===== src/pci_bridge_pkg.sv =====
// Purpose: Shared constants for the PCI-side bridge ends
// Assumes: 32-bit PCI bus, one clock
// Notes:   Command codes, queue sizes, bus timing
`default_nettype none
package pci_bridge_pkg;
  // ==========================================================
  // Bus commands
  localparam logic [3:0] CMD_INTA  = 4'h0;
  localparam logic [3:0] CMD_SPEC  = 4'h1;
  localparam logic [3:0] CMD_IORD  = 4'h2;
  localparam logic [3:0] CMD_IOWR  = 4'h3;
  localparam logic [3:0] CMD_RSV4  = 4'h4;
  localparam logic [3:0] CMD_RSV5  = 4'h5;
  localparam logic [3:0] CMD_MRD   = 4'h6;
  localparam logic [3:0] CMD_MWR   = 4'h7;
  localparam logic [3:0] CMD_RSV8  = 4'h8;
  localparam logic [3:0] CMD_RSV9  = 4'h9;
  localparam logic [3:0] CMD_CFGRD = 4'ha;
  localparam logic [3:0] CMD_CFGWR = 4'hb;
  localparam logic [3:0] CMD_MRM   = 4'hc;
  localparam logic [3:0] CMD_DAC   = 4'hd;
  localparam logic [3:0] CMD_MRL   = 4'he;
  localparam logic [3:0] CMD_MWI   = 4'hf;
  // ==========================================================
  // Address fields and sizes
  localparam logic [1:0] CFG_TYPE1   = 2'h1;
  localparam int         PAGE_LSB    = 2;
  localparam int         PAGE_MSB    = 11;
  localparam int         WIN_LSB     = 20;
  localparam int         PW_DEPTH    = 8;
  localparam int         PW_IDX_W    = 3;
  localparam logic [3:0] PW_DEPTH_C  = 4'h8;
  localparam logic [7:0] MABORT_CLKS = 8'h05;
  // ==========================================================
  // Host status codes
  localparam logic [1:0] ST_OK    = 2'h0;
  localparam logic [1:0] ST_RETRY = 2'h1;
  localparam logic [1:0] ST_DISC  = 2'h2;
  localparam logic [1:0] ST_ABORT = 2'h3;

  function automatic logic is_mem(input logic [3:0] c);
    return c == CMD_MRD || c == CMD_MWR || c == CMD_MRM || c == CMD_MRL || c == CMD_MWI;
  endfunction

  function automatic logic rsv_cmd(input logic [3:0] c);
    return c == CMD_RSV4 || c == CMD_RSV5 || c == CMD_RSV8 || c == CMD_RSV9;
  endfunction

  function automatic logic master_ok(input logic [3:0] c);
    return !rsv_cmd(c) && c != CMD_INTA && c < CMD_MRM;
  endfunction

  function automatic logic target_ok(input logic [3:0] c);
    return !rsv_cmd(c) && c != CMD_INTA && c != CMD_SPEC && c != CMD_DAC;
  endfunction
endpackage
`default_nettype wire


===== src/pci_link_if.sv =====
// Purpose: PCI bus wires between initiator and bridge target
// Assumes: Target never drives AD (reads end in retry)
// Notes:   Active-low bus signals carry _n
`default_nettype none
interface pci_link_if;
  logic        frame_n;
  logic        irdy_n;
  logic        trdy_n;
  logic        stop_n;
  logic        devsel_n;
  logic        par;
  logic [31:0] ad;
  logic [3:0]  cbe_n;

  modport initiator (
    output frame_n, irdy_n, ad, cbe_n, par,
    input  trdy_n, stop_n, devsel_n
  );
  modport target (
    input  frame_n, irdy_n, ad, cbe_n, par,
    output trdy_n, stop_n, devsel_n
  );
endinterface
`default_nettype wire


===== src/pci_target_end.sv =====
// Purpose: Bridge end on the secondary PCI bus (target side, upstream)
// Assumes: Window inputs hold the downstream prefetchable range
// Notes:   Posted memory writes, delayed I/O writes, retry for the rest
//
// Functional notes
// - Target takes listed commands; master never last four
// - Reserved codes never issued, never claimed
// - Interrupt acknowledge never issued nor claimed
// - Special cycles are never claimed
// - Type 0 configuration never claimed
// - Write-and-invalidate posted as plain write
// - Misaligned start disconnects after first transfer
// - Dual address: low half, then command plus high
// - Dual address claimed only for memory commands
// - Dual address outside window goes upstream only
// - Positive decode, medium device select
// - Transfer only when both readies asserted
// - Final phase: frame high with readies, or stop
// - Posted write: space check, select and ready together
// - Posted data taken every clock, no waits
// - Disconnect on page boundary or full buffer
// - I/O writes delayed, one doubleword each
// - First I/O write: select, retry, capture request
// - Queue only unmatched requests with free slot
// - Repeat at done head completes with ready
// - Repeat during delivery keeps getting retry
// - Back-to-back writes recognised, never merged
`default_nettype none
module pci_target_end
  import pci_bridge_pkg::*;
(
  input  wire logic        ref_clk_i,    // Bus clock
  input  wire logic        reset_i,      // Sync reset
  pci_link_if.target       bus,          // PCI bus
  input  wire logic [11:0] win_base_i,   // Window base, addr 31:20
  input  wire logic [11:0] win_lim_i,    // Window limit, addr 31:20
  input  wire logic        up_ready_i,   // Upstream accepts word
  output logic             up_valid_o,   // Upstream word valid
  output logic             up_dly_o,     // Word is a delayed write
  output logic [3:0]       up_cmd_o,     // Word command
  output logic [31:0]      up_addr_o,    // Word address
  output logic [31:0]      up_data_o,    // Word data
  output logic [3:0]       up_be_o,      // Byte enables, high active
  input  wire logic        mst_req_i,    // Downstream command request
  input  wire logic [3:0]  mst_cmd_i,    // Requested command
  output logic             mst_ok_o,     // Command may be issued
  output logic             mst_bad_o     // Command refused
);
  typedef enum logic [2:0] {S_IDLE, S_DAC, S_DEC, S_POST, S_DWR, S_DONE} tgt_state_t;

  // ==========================================================
  // Bus observation
  tgt_state_t  st_r;
  logic        frame_q_r, last_q_r, devsel_r, trdy_r, stop_r;
  logic [3:0]  cmd_r;
  logic [31:0] addr_r;
  logic        dac_r, hi_nz_r, apar_r, dpar_pend_r;

  assign bus.devsel_n = devsel_r;
  assign bus.trdy_n   = trdy_r;
  assign bus.stop_n   = stop_r;

  wire xfer    = !bus.irdy_n && !bus.trdy_n;
  wire fin     = !bus.irdy_n && ((bus.frame_n && !bus.trdy_n) || !bus.stop_n);
  wire addr_ph = !bus.frame_n && (frame_q_r || last_q_r);

  // ==========================================================
  // Decode
  wire in_win  = !hi_nz_r && addr_r[31:WIN_LSB] >= win_base_i
                 && addr_r[31:WIN_LSB] <= win_lim_i;
  wire is_cfg  = cmd_r == CMD_CFGRD || cmd_r == CMD_CFGWR;
  wire cmd_ok  = dac_r ? is_mem(cmd_r) : target_ok(cmd_r);
  wire claim   = cmd_ok && !(is_mem(cmd_r) && in_win)
                 && !(is_cfg && addr_r[1:0] != CFG_TYPE1);
  wire is_post = cmd_r == CMD_MWR || cmd_r == CMD_MWI;
  wire is_iow  = cmd_r == CMD_IOWR;

  // ==========================================================
  // Posted write buffer
  logic [31:0]         pw_addr [PW_DEPTH];
  logic [31:0]         pw_data [PW_DEPTH];
  logic [3:0]          pw_be   [PW_DEPTH];
  logic [3:0]          pw_cmd  [PW_DEPTH];
  logic [PW_IDX_W-1:0] pw_wr_r, pw_rd_r;
  logic [3:0]          pw_cnt_r;

  wire        load   = !up_valid_o || up_ready_i;
  wire        push   = st_r == S_POST && xfer;
  wire        pw_pop = load && pw_cnt_r != 4'h0;
  wire [3:0]  space  = PW_DEPTH_C - pw_cnt_r;
  wire [31:0] nxt_a  = addr_r + 32'h4;
  wire        pg_end_now = &addr_r[PAGE_MSB:PAGE_LSB];
  wire        pg_end_nxt = &nxt_a[PAGE_MSB:PAGE_LSB];
  wire        first_stop = addr_r[1:0] != 2'h0 || pg_end_now || space == 4'h1;
  wire        next_stop  = pg_end_nxt || space == 4'h2;

  // ==========================================================
  // Delayed write queue, two slots
  logic        dq_v     [2];
  logic [1:0]  dq_st    [2];   // 0 queued, 1 sending, 2 delivered
  logic [31:0] dq_addr  [2];
  logic [31:0] dq_data  [2];
  logic [3:0]  dq_cmd   [2];
  logic [3:0]  dq_be    [2];
  logic        dq_apar  [2];
  logic        dq_dpar  [2];
  logic        dq_hd_r;

  wire        tail   = dq_v[dq_hd_r] ? !dq_hd_r : dq_hd_r;
  wire        dq_full = dq_v[0] && dq_v[1];
  wire [1:0]  hit;
  assign hit[0] = dq_v[0] && dq_addr[0] == addr_r && dq_cmd[0] == cmd_r;
  assign hit[1] = dq_v[1] && dq_addr[1] == addr_r && dq_cmd[1] == cmd_r;
  wire        be_eq   = dq_be[dq_hd_r] == ~bus.cbe_n;
  wire        hd_done = hit[dq_hd_r] && be_eq && dq_st[dq_hd_r] == 2'h2;
  wire        dq_go   = load && pw_cnt_r == 4'h0 && dq_v[dq_hd_r] && dq_st[dq_hd_r] == 2'h0;
  wire        dwr_ph  = st_r == S_DWR && !bus.irdy_n;
  wire        dq_push = dwr_ph && !hd_done && hit == 2'h0 && !dq_full;
  wire        dq_pop  = dwr_ph && hd_done;
  wire        dly_acc = up_valid_o && up_ready_i && up_dly_o;

  // ==========================================================
  // Target state machine
  always_ff @(posedge ref_clk_i)
  begin
    if (reset_i)
    begin
      st_r <= S_IDLE;
      frame_q_r <= 1'b1;
      last_q_r <= 1'b0;
      devsel_r <= 1'b1;
      trdy_r <= 1'b1;
      stop_r <= 1'b1;
      cmd_r <= 4'h0;
      addr_r <= 32'h0;
      dac_r <= 1'b0;
      hi_nz_r <= 1'b0;
      apar_r <= 1'b0;
    end
    else
    begin
      frame_q_r <= bus.frame_n;
      last_q_r <= fin;
      case (st_r)
        S_IDLE:
          if (addr_ph)
          begin
            cmd_r <= bus.cbe_n;
            addr_r <= bus.ad;
            dac_r <= 1'b0;
            hi_nz_r <= 1'b0;
            st_r <= bus.cbe_n == CMD_DAC ? S_DAC : S_DEC;
          end
        S_DAC:
        begin
          cmd_r <= bus.cbe_n;
          hi_nz_r <= |bus.ad;
          dac_r <= 1'b1;
          st_r <= S_DEC;
        end
        S_DEC:
        begin
          apar_r <= bus.par;
          if (!claim)
            st_r <= S_IDLE;
          else
          begin
            devsel_r <= 1'b0;
            if (is_post && space != 4'h0)
            begin
              trdy_r <= 1'b0;
              stop_r <= !first_stop;
              st_r <= S_POST;
            end
            else if (is_iow)
              st_r <= S_DWR;
            else
            begin
              stop_r <= 1'b0;
              st_r <= S_DONE;
            end
          end
        end
        S_POST:
          if (fin)
          begin
            devsel_r <= 1'b1;
            trdy_r <= 1'b1;
            stop_r <= 1'b1;
            st_r <= S_IDLE;
          end
          else if (xfer)
          begin
            addr_r <= nxt_a;
            if (next_stop)
              stop_r <= 1'b0;
          end
        S_DWR:
          if (!bus.irdy_n)
          begin
            stop_r <= 1'b0;
            trdy_r <= !hd_done;
            st_r <= S_DONE;
          end
        default:
          if (fin)
          begin
            devsel_r <= 1'b1;
            trdy_r <= 1'b1;
            stop_r <= 1'b1;
            st_r <= S_IDLE;
          end
      endcase
    end
  end

  // ==========================================================
  // Buffers and upstream stage
  always_ff @(posedge ref_clk_i)
  begin
    if (reset_i)
    begin
      pw_wr_r <= '0;
      pw_rd_r <= '0;
      pw_cnt_r <= 4'h0;
      up_valid_o <= 1'b0;
      up_dly_o <= 1'b0;
      up_cmd_o <= 4'h0;
      up_addr_o <= 32'h0;
      up_data_o <= 32'h0;
      up_be_o <= 4'h0;
      dq_hd_r <= 1'b0;
      dq_v[0] <= 1'b0;
      dq_v[1] <= 1'b0;
      dpar_pend_r <= 1'b0;
    end
    else
    begin
      if (push)
      begin
        pw_addr[pw_wr_r] <= addr_r;
        pw_data[pw_wr_r] <= bus.ad;
        pw_be[pw_wr_r] <= ~bus.cbe_n;
        pw_cmd[pw_wr_r] <= CMD_MWR;
        pw_wr_r <= pw_wr_r + 1'b1;
      end
      pw_cnt_r <= pw_cnt_r + {3'h0, push} - {3'h0, pw_pop};
      if (pw_pop)
      begin
        up_valid_o <= 1'b1;
        up_dly_o <= 1'b0;
        up_cmd_o <= pw_cmd[pw_rd_r];
        up_addr_o <= pw_addr[pw_rd_r];
        up_data_o <= pw_data[pw_rd_r];
        up_be_o <= pw_be[pw_rd_r];
        pw_rd_r <= pw_rd_r + 1'b1;
      end
      else if (dq_go)
      begin
        up_valid_o <= 1'b1;
        up_dly_o <= 1'b1;
        up_cmd_o <= dq_cmd[dq_hd_r];
        up_addr_o <= dq_addr[dq_hd_r];
        up_data_o <= dq_data[dq_hd_r];
        up_be_o <= dq_be[dq_hd_r];
        dq_st[dq_hd_r] <= 2'h1;
      end
      else if (load)
        up_valid_o <= 1'b0;
      if (dly_acc)
        dq_st[dq_hd_r] <= 2'h2;
      dpar_pend_r <= dq_push;
      if (dpar_pend_r)
        dq_dpar[dq_v[!dq_hd_r] ? !dq_hd_r : dq_hd_r] <= bus.par;
      if (dq_push)
      begin
        dq_v[tail] <= 1'b1;
        dq_st[tail] <= 2'h0;
        dq_addr[tail] <= addr_r;
        dq_cmd[tail] <= cmd_r;
        dq_be[tail] <= ~bus.cbe_n;
        dq_data[tail] <= bus.ad;
        dq_apar[tail] <= apar_r;
      end
      if (dq_pop)
      begin
        dq_v[dq_hd_r] <= 1'b0;
        dq_hd_r <= !dq_hd_r;
      end
    end
  end

  // ==========================================================
  // Downstream command filter
  always_ff @(posedge ref_clk_i)
  begin
    if (reset_i)
    begin
      mst_ok_o <= 1'b0;
      mst_bad_o <= 1'b0;
    end
    else
    begin
      mst_ok_o <= mst_req_i && master_ok(mst_cmd_i);
      mst_bad_o <= mst_req_i && !master_ok(mst_cmd_i);
    end
  end
endmodule
`default_nettype wire


===== src/flat_wrapper.sv =====
// flat-port wrapper written by rule: the top's interface ports become plain ports
module pci_target_end_flat import pci_bridge_pkg::*;
  (ref_clk_i, reset_i, win_base_i, win_lim_i, up_ready_i, up_valid_o, up_dly_o, up_cmd_o, up_addr_o, up_data_o, up_be_o, mst_req_i, mst_cmd_i, mst_ok_o, mst_bad_o, bus_frame_n, bus_irdy_n, bus_ad, bus_cbe_n, bus_par, bus_trdy_n, bus_stop_n, bus_devsel_n);
  pci_link_if bus_i ();
  input  wire logic ref_clk_i;
  input  wire logic reset_i;
  input  wire logic [11:0] win_base_i;
  input  wire logic [11:0] win_lim_i;
  input  wire logic up_ready_i;
  output logic up_valid_o;
  output logic up_dly_o;
  output logic [3:0] up_cmd_o;
  output logic [31:0] up_addr_o;
  output logic [31:0] up_data_o;
  output logic [3:0] up_be_o;
  input  wire logic mst_req_i;
  input  wire logic [3:0] mst_cmd_i;
  output logic mst_ok_o;
  output logic mst_bad_o;
  input wire logic [$bits(bus_i.frame_n)-1:0] bus_frame_n;
  input wire logic [$bits(bus_i.irdy_n)-1:0] bus_irdy_n;
  input wire logic [$bits(bus_i.ad)-1:0] bus_ad;
  input wire logic [$bits(bus_i.cbe_n)-1:0] bus_cbe_n;
  input wire logic [$bits(bus_i.par)-1:0] bus_par;
  output wire logic [$bits(bus_i.trdy_n)-1:0] bus_trdy_n;
  output wire logic [$bits(bus_i.stop_n)-1:0] bus_stop_n;
  output wire logic [$bits(bus_i.devsel_n)-1:0] bus_devsel_n;
  assign bus_i.frame_n = bus_frame_n;
  assign bus_i.irdy_n = bus_irdy_n;
  assign bus_i.ad = bus_ad;
  assign bus_i.cbe_n = bus_cbe_n;
  assign bus_i.par = bus_par;
  assign bus_trdy_n = bus_i.trdy_n;
  assign bus_stop_n = bus_i.stop_n;
  assign bus_devsel_n = bus_i.devsel_n;
  pci_target_end u_core (.ref_clk_i(ref_clk_i), .reset_i(reset_i), .bus(bus_i), .win_base_i(win_base_i), .win_lim_i(win_lim_i), .up_ready_i(up_ready_i), .up_valid_o(up_valid_o), .up_dly_o(up_dly_o), .up_cmd_o(up_cmd_o), .up_addr_o(up_addr_o), .up_data_o(up_data_o), .up_be_o(up_be_o), .mst_req_i(mst_req_i), .mst_cmd_i(mst_cmd_i), .mst_ok_o(mst_ok_o), .mst_bad_o(mst_bad_o));
endmodule

===== config.mk =====
export PLATFORM = sky130hd
export DESIGN_NAME = pci_target_end_flat
export DESIGN_NICKNAME = d
export VERILOG_FILES = /design/src/pci_bridge_pkg.sv /design/src/pci_link_if.sv /design/src/pci_target_end.sv /design/src/flat_wrapper.sv
export SDC_FILE = /design/constraint.sdc
export NUM_CORES = 1
export LEC_CHECK = 0
export CORE_MARGIN = 8
export CORE_UTILIZATION = 50
export CTS_CLUSTER_DIAMETER = 200
export CTS_CLUSTER_SIZE = 8
export DETAILED_ROUTE_END_ITERATION = 8
export DONT_BUFFER_PORTS = 1
export HOLD_SLACK_MARGIN = 0.05
export PLACE_DENSITY_LB_ADDON = 0.3
export SLEW_MARGIN = 5
export SYNTH_ARGS = -nofsm -noshare
export SYNTH_HDL_FRONTEND = slang
export SYNTH_SLANG_ARGS = --single-unit

===== constraint.sdc =====
create_clock -name ref_clk_i -period 11.5 [get_ports ref_clk_i]
set_input_delay 1.15 -clock ref_clk_i [delete_from_list [all_inputs] [get_ports ref_clk_i]]
set_output_delay 1.15 -clock ref_clk_i [all_outputs]
set_load 0.01 [all_outputs]

== After elaboration in Yosys (flattened, before gate mapping) ==
Memory sizes are Yosys's and may differ from the RTL's. A register that Yosys moved wholly into a read port is not among the register bits.
Cells that the tools add are included.

* Memories kept: 9
* Input bits: 71
* RAM bits: 694
* Flip-flop bits (word level): 133

{| class="wikitable"
|+ Memories
! memory !! words !! width !! rd ports !! clocked after Yosys merged registers in !! wr ports !! RTL line !! text
|-
| u_core.pw_addr || 8 || 32 || 1 || 1 || 1 || pci_target_end.sv:80 || <nowiki>logic [31:0] pw_addr [PW_DEPTH];</nowiki>
|-
| u_core.pw_data || 8 || 32 || 1 || 1 || 1 || pci_target_end.sv:81 || <nowiki>logic [31:0] pw_data [PW_DEPTH];</nowiki>
|-
| u_core.dq_addr || 2 || 32 || 3 || 1 || 1 || pci_target_end.sv:101 || <nowiki>logic [31:0] dq_addr [2];</nowiki>
|-
| u_core.dq_data || 2 || 32 || 1 || 1 || 1 || pci_target_end.sv:102 || <nowiki>logic [31:0] dq_data [2];</nowiki>
|-
| u_core.pw_be || 8 || 4 || 1 || 1 || 1 || pci_target_end.sv:82 || <nowiki>logic [3:0] pw_be [PW_DEPTH];</nowiki>
|-
| u_core.dq_be || 2 || 4 || 1 || 1 || 1 || pci_target_end.sv:104 || <nowiki>logic [3:0] dq_be [2];</nowiki>
|-
| +3 memories || n/a || n/a || n/a || n/a || n/a || n/a ||
|}

* Muxes and demuxes: 90
* Add/subtract/negate cells: 6
* Eq/ne operators: 41
* Bitwise operators: 4
* Reductions and logical operators: 101
* Magnitude comparators: 4

{| class="wikitable"
|+ Operators by type and width
! kind !! number
|-
| $mux W32 || 7
|-
| $eq A32 B32 Y1 || 2
|-
| $pmux W32 S2 || 1
|-
| $mux W1 || 57
|-
| $eq A4 B4 Y1 const B || 10
|-
| $logic_and A1 B1 Y1 || 37
|-
| $mux W3 || 11
|-
| $add A32 B3 Y32 const B || 1
|-
| $reduce_or A32 Y1 || 1
|-
| $eq A4 B3 Y1 const B || 6
|-
| $mux W4 || 5
|-
| $reduce_and A10 Y1 || 2
|-
| $reduce_bool A4 Y1 || 5
|-
| $logic_or A1 B1 Y1 || 18
|-
| $logic_not A1 Y1 || 15
|-
| $eq A4 B4 Y1 || 3
|-
| $ge A12 B12 Y1 || 1
|-
| $le A12 B12 Y1 || 1
|-
| $pmux W3 S4 || 1
|-
| $ne A2 B1 Y1 const B || 5
|-
| $reduce_bool A2 Y1 || 5
|-
| $eq A4 B2 Y1 const B || 2
|-
| $pmux W4 S2 || 1
|-
| $reduce_and A7 Y1 || 1
|-
| other kinds (35) || 48
|}

== Longest topological paths before layout ==
An unclocked memory read counts as a cell.

* Depth after elaboration: 18
* Depth in mapped cells: 12

== Worst setup path before layout ==
Ideal clock, no wire load.

* Path kind: input -> register
* From: input port bus_irdy_n
* To: memory u_core.pw_addr[2][0], enable pin
* Stages: 4
* Data arrival time: 6.499 ns
* Library setup time: 0.578 ns
* Path slack: 4.423 ns
* Cells stage by stage: or2_2 -> or2_1 -> clkbuf_1 -> nor3_1

* Word-level cells in the longest chain between the ends: 6

{| class="wikitable"
|+ Ends and longest elaborated chain
! item !! RTL line !! text
|-
| start: declaration || flat_wrapper.sv:21 || <nowiki>input wire logic [$bits(bus_i.irdy_n)-1:0] bus_irdy_n;</nowiki>
|-
| $logic_not A1 Y1 || pci_target_end.sv:63 || <nowiki>wire xfer = !bus.irdy_n && !bus.trdy_n;</nowiki>
|-
| $logic_and A1 B1 Y1 || pci_target_end.sv:63 ||
|-
| $logic_and A1 B1 Y1 || pci_target_end.sv:88 || <nowiki>wire push = st_r == S_POST && xfer;</nowiki>
|-
| $mux W1 (2 in a row) || n/a ||
|-
| $mux W1 (implied by the code) || pci_target_end.sv:241 || <nowiki>pw_addr[pw_wr_r] <= addr_r;</nowiki>
|-
| end: declaration || pci_target_end.sv:80 ||
|}

No other way between the ends.

== Worst setup path in the final report ==
* From: register u_core.st_r[1]
* To: memory u_core.pw_data[5][11], enable pin

* Word-level cells in the longest chain between the ends: 5

{| class="wikitable"
|+ Ends and longest elaborated chain
! item !! RTL line !! text
|-
| start: declaration || pci_target_end.sv:53 || <nowiki>tgt_state_t st_r;</nowiki>
|-
| start signal: assignment || pci_target_end.sv:152 || <nowiki>st_r <= bus.cbe_n == CMD_DAC ? S_DAC : S_DEC;</nowiki>
|-
| $eq A3 B2 Y1 || pci_target_end.sv:88 ||
|-
| $logic_and A1 B1 Y1 || pci_target_end.sv:88 ||
|-
| via u_core.push || pci_target_end.sv:88 ||
|-
| $mux W1 (2 in a row) || n/a ||
|-
| $mux W1 (implied by the code) || pci_target_end.sv:242 || <nowiki>pw_data[pw_wr_r] <= bus.ad;</nowiki>
|-
| end: declaration || pci_target_end.sv:81 ||
|}

The timed path passes the listed nets, and every way through them passes these cells.

==> flow_summary_export.csv <==
group,metric,value,unit
outcome,status,"completed",
route,drt_wl_total,82300,um
clock_tree,cts_buffers,113,
final_layout,stdcell_area,0.0382,mm2
worst_setup_path,worst_setup_path_start_kind,"flip-flop",
clock_tree,cts-root-buf,"clkbuf_16",
clock_tree,clkTransAtPathRegs,0.06,ns
synthesis,yosysWarnings,0,
clock_tree,postCtsHoldBufs,0,
synthesis,ys.flop_type,"edfxtp_1",
timing,maxSlewHeadroom,0.165,
clock_tree,cts_setup_buffers,0,
final_layout,syn2layout_area_growth,12.3,%
final_layout,final_nets,2242,
timing,setup-violations-final,0,
power,power-per-cell-area,211,mW/mm2
route,vias_per_cell,6.12,
synthesis,synth_edf_count,690,
synthesis,synth_area_leaders,"edfxtp_1 61%, mux4_2 9.0%, dfxtp_1 8.3%",
clock_tree,cts_resized,0,
worst_setup_path,worstSetupPathType,"reg2reg",
power,p_leak,12.1,nW
worst_setup_path,critPathMostFrequentCell,"buf_4",
clock_tree,clkSinkCount,831,
final_layout,antennaDiodeCount,0,
floorplan,coreArea,0.0673,mm2
synthesis,avgSynthCellArea,16.0,um2
worst_setup_path,cp_slowest_stage_delay,0.84,ns
synthesis,netlist.top_cell.by_area,"edfxtp_1",
place,dp.cells,2894,
worst_setup_path,crit_required,11.77,ns
timing,fmax,242,MHz
timing,min_period_over_period,0.359,
synthesis,synthArstFlopShare,0,
synthesis,syn_nets,2230,
synthesis,ys_ff_latch,831,
timing,grt_setup_unrepaired,"no",
timing,min_period,4.12,ns
hold_path,min_path_type,"reg2reg",
timing,hold_slack,0.461,ns
worst_setup_path,arrival,4.39,ns
worst_setup_path,critical_path.cell_chain,"nand3b_1 > buf_4 > or2_1 > inv_2 > nand2_1 > nor2_4 > buf_4",
timing,tns,0,ns
clock_tree,cts_htree_levels,3,
place,port_buffers,0,
timing,drv_slew,0,
floorplan,die_w,277,um
clock_tree,clk_path_buf_depth,3,
timing,tightest_slew,1.25,ns
place,place_area,0.0349,mm2
global_routing,overflow,0,
final_layout,stdcell_count,3108,
worst_setup_path,cp_slowest_cell,"nor2_4",
worst_setup_path,path_delay_family,"simple AND/OR/NAND/NOR gates",
floorplan,die_y,277,um
global_routing,grt_max_degree,142,
synthesis,yosysMostFrequentCell,"edfxtp_1",
synthesis,synthTopCellsByCount,"690 x edfxtp_1, 160 x nor2_1, 148 x a211oi_1",
floorplan,start_util,0.506,
timing,finalHoldViolCount,0,
final_layout,drive_gt1_frac,0.146,
place,place_hpwl,48000,um
route,routed-via-count,19000,
power,clkPwrFrac,0.380,
synthesis,syn_inst,2124,
power,p_int,5.92,mW
power,power_frac_comb,0.158,
synthesis,ys_seq_area_frac,0.691,
final_layout,nFillCells,5131,
clock_tree,clk_latency,0.66,ns
global_routing,antenna_found_initial,0,
worst_setup_path,cp-end-kind,"flip-flop",
worst_setup_path,critPathMaxFanout,56,
place,place.gp.congestion,0.884,
final_layout,final_util,0.568,
power,peakVddDrop,145,uV
power,sequentialPowerShare,0.462,
floorplan,dieArea,0.0767,mm2
global_routing,grt_pass1_vias,19400,
route,drc_errors,0,
route,wire_per_inst,26.5,um
global_routing,grt_usage,0.211,
synthesis,netlist_area,0.0341,mm2
route,first_iter_violations,1626,
route,ant_nets,0,
route,drtPass1Iterations,5,
flow_run,drv_cap,0,
floorplan,fp-row-count,95,
clock_tree,cts_tree,"yes",
floorplan,num_io_pins,150,
global_routing,grt_pass1_wl,124000,um
power,p_sw_frac,0.267,
worst_setup_path,path_buf_inv,3,
synthesis,synth_cell_types,76,
power,p_switching,2.16,mW
timing,fin_skew,0.0254,ns
synthesis,yosysTopAreaCellShare,0.608,
## power groups by stage
stage	clock network, mW	logic, mW	registers [mW]
after detailed placement	0	1.28	3.80
after global placement	0	1.26	3.79
after global routing	3.24	1.40	3.75
final	3.07	1.27	3.73
after CTS	3.12	1.30	3.74
after floorplan	0	1.07	3.64
## state kept, by name, summed over array words and instances (netlist names), 8 cells and up, named ones only
register / cells
u_core.dq_addr: 64
u_core.dq_data: 64
u_core.addr_r: 32
u_core.dq_cmd: 8
u_core.pw_be: 32
u_core.pw_data: 256
u_core.pw_addr: 256
u_core.dq_be: 8
u_core.up_data_o: 32
u_core.up_addr_o: 32
## logic make-up (layout without fill, tap and decap cells)
kind of cell	after synthesis	after routing	synth area share
flip-flops	831	831	0.691
AND/OR/NAND/NOR	393	393	0.0555
AO/OA/AOI/OAI	315	315	0.0639
multiplexers	279	279	0.132
buffers and inverters	184	295	0.0219
XOR/XNOR	87	87	0.0224
adder cells (fa/ha/maj)	35	35	0.0131
## path summary, 6_finish.rpt
| path | endpoint | depth (start not counted) | start | slack (ns) |
|---|---|---|---|---|
| worst max-delay path | u_core.pw_data[5][11] | 7 | u_core.st_r[1] | 7.38 |
| worst min-delay path | u_core.dac_r | 2 | u_core.dac_r | 0.46 |
| worst max register to register | u_core.pw_data[5][11] | 7 | u_core.st_r[1] | 7.38 |
| worst min register to register | u_core.dac_r | 2 | u_core.dac_r | 0.46 |
## worst reg2reg max path: cells and delay by family, from the launching register on
| kind | cells | cell delay, ns |
|---|---|---|
| AND/OR/NAND/NOR | 4 | 1.64 |
| buffers and inverters | 3 | 1.28 |
| flip-flops | 1 | 0.71 |
## area by class of cell
cell class | instances | area (um2) | share of cell area
repair buffers | 37 | 278 | 0.00726
flip-flops and latches | 831 | 23600 | 0.616
multi-input cells | 1109 | 9850 | 0.258
well taps | 873 | 1090 | 0.0286
inverters | 44 | 165 | 0.00432
clock buffers | 209 | 3230 | 0.0845
clock inverters | 5 | 70.1 | 0.00183
## per-layer routing
metal  share of wire  global-route usage  routed length, um
met4           0.022              0.0667               1850
met1            0.41               0.278              34000
met5               0                   0                  0
met3           0.070              0.0453               5760
met2            0.49               0.350              40700
## layout by cell type (no fill, tap or decap), types with 5 or more instances in the layout
cell	count
nand2_1	78
nor2_1	155
ha_1	34
nand4_1	26
xor2_1	27
nor3_1	21
buf_4	37
o211ai_1	5
edfxtp_1	690
a21oi_1	60
o21ai_0	36
a211oi_1	148
a22oi_1	9
clkbuf_1	94
o22ai_1	5
or3_1	10
a31oi_1	6
xnor2_1	60
nor4_1	19
o31ai_1	5
clkbuf_16	115
nor2_4	5
dfxtp_1	137
inv_1	41
nor3_2	5
nand2b_1	7
nor2b_1	5
mux4_2	136
nand3_1	19
nor3b_1	5
mux2i_1	142
and3_1	10
## through the flow
stage	total power, mW	setup WS [ns]
3_3_place_gp	5.05	7.17
4_1_cts	8.15	7.36
3_5_place_dp	5.08	7.11
5_1_grt	8.39	7.15
6_report	8.08	7.38
2_1_floorplan	4.71	4.42
(Power assumes the default switching activity.)
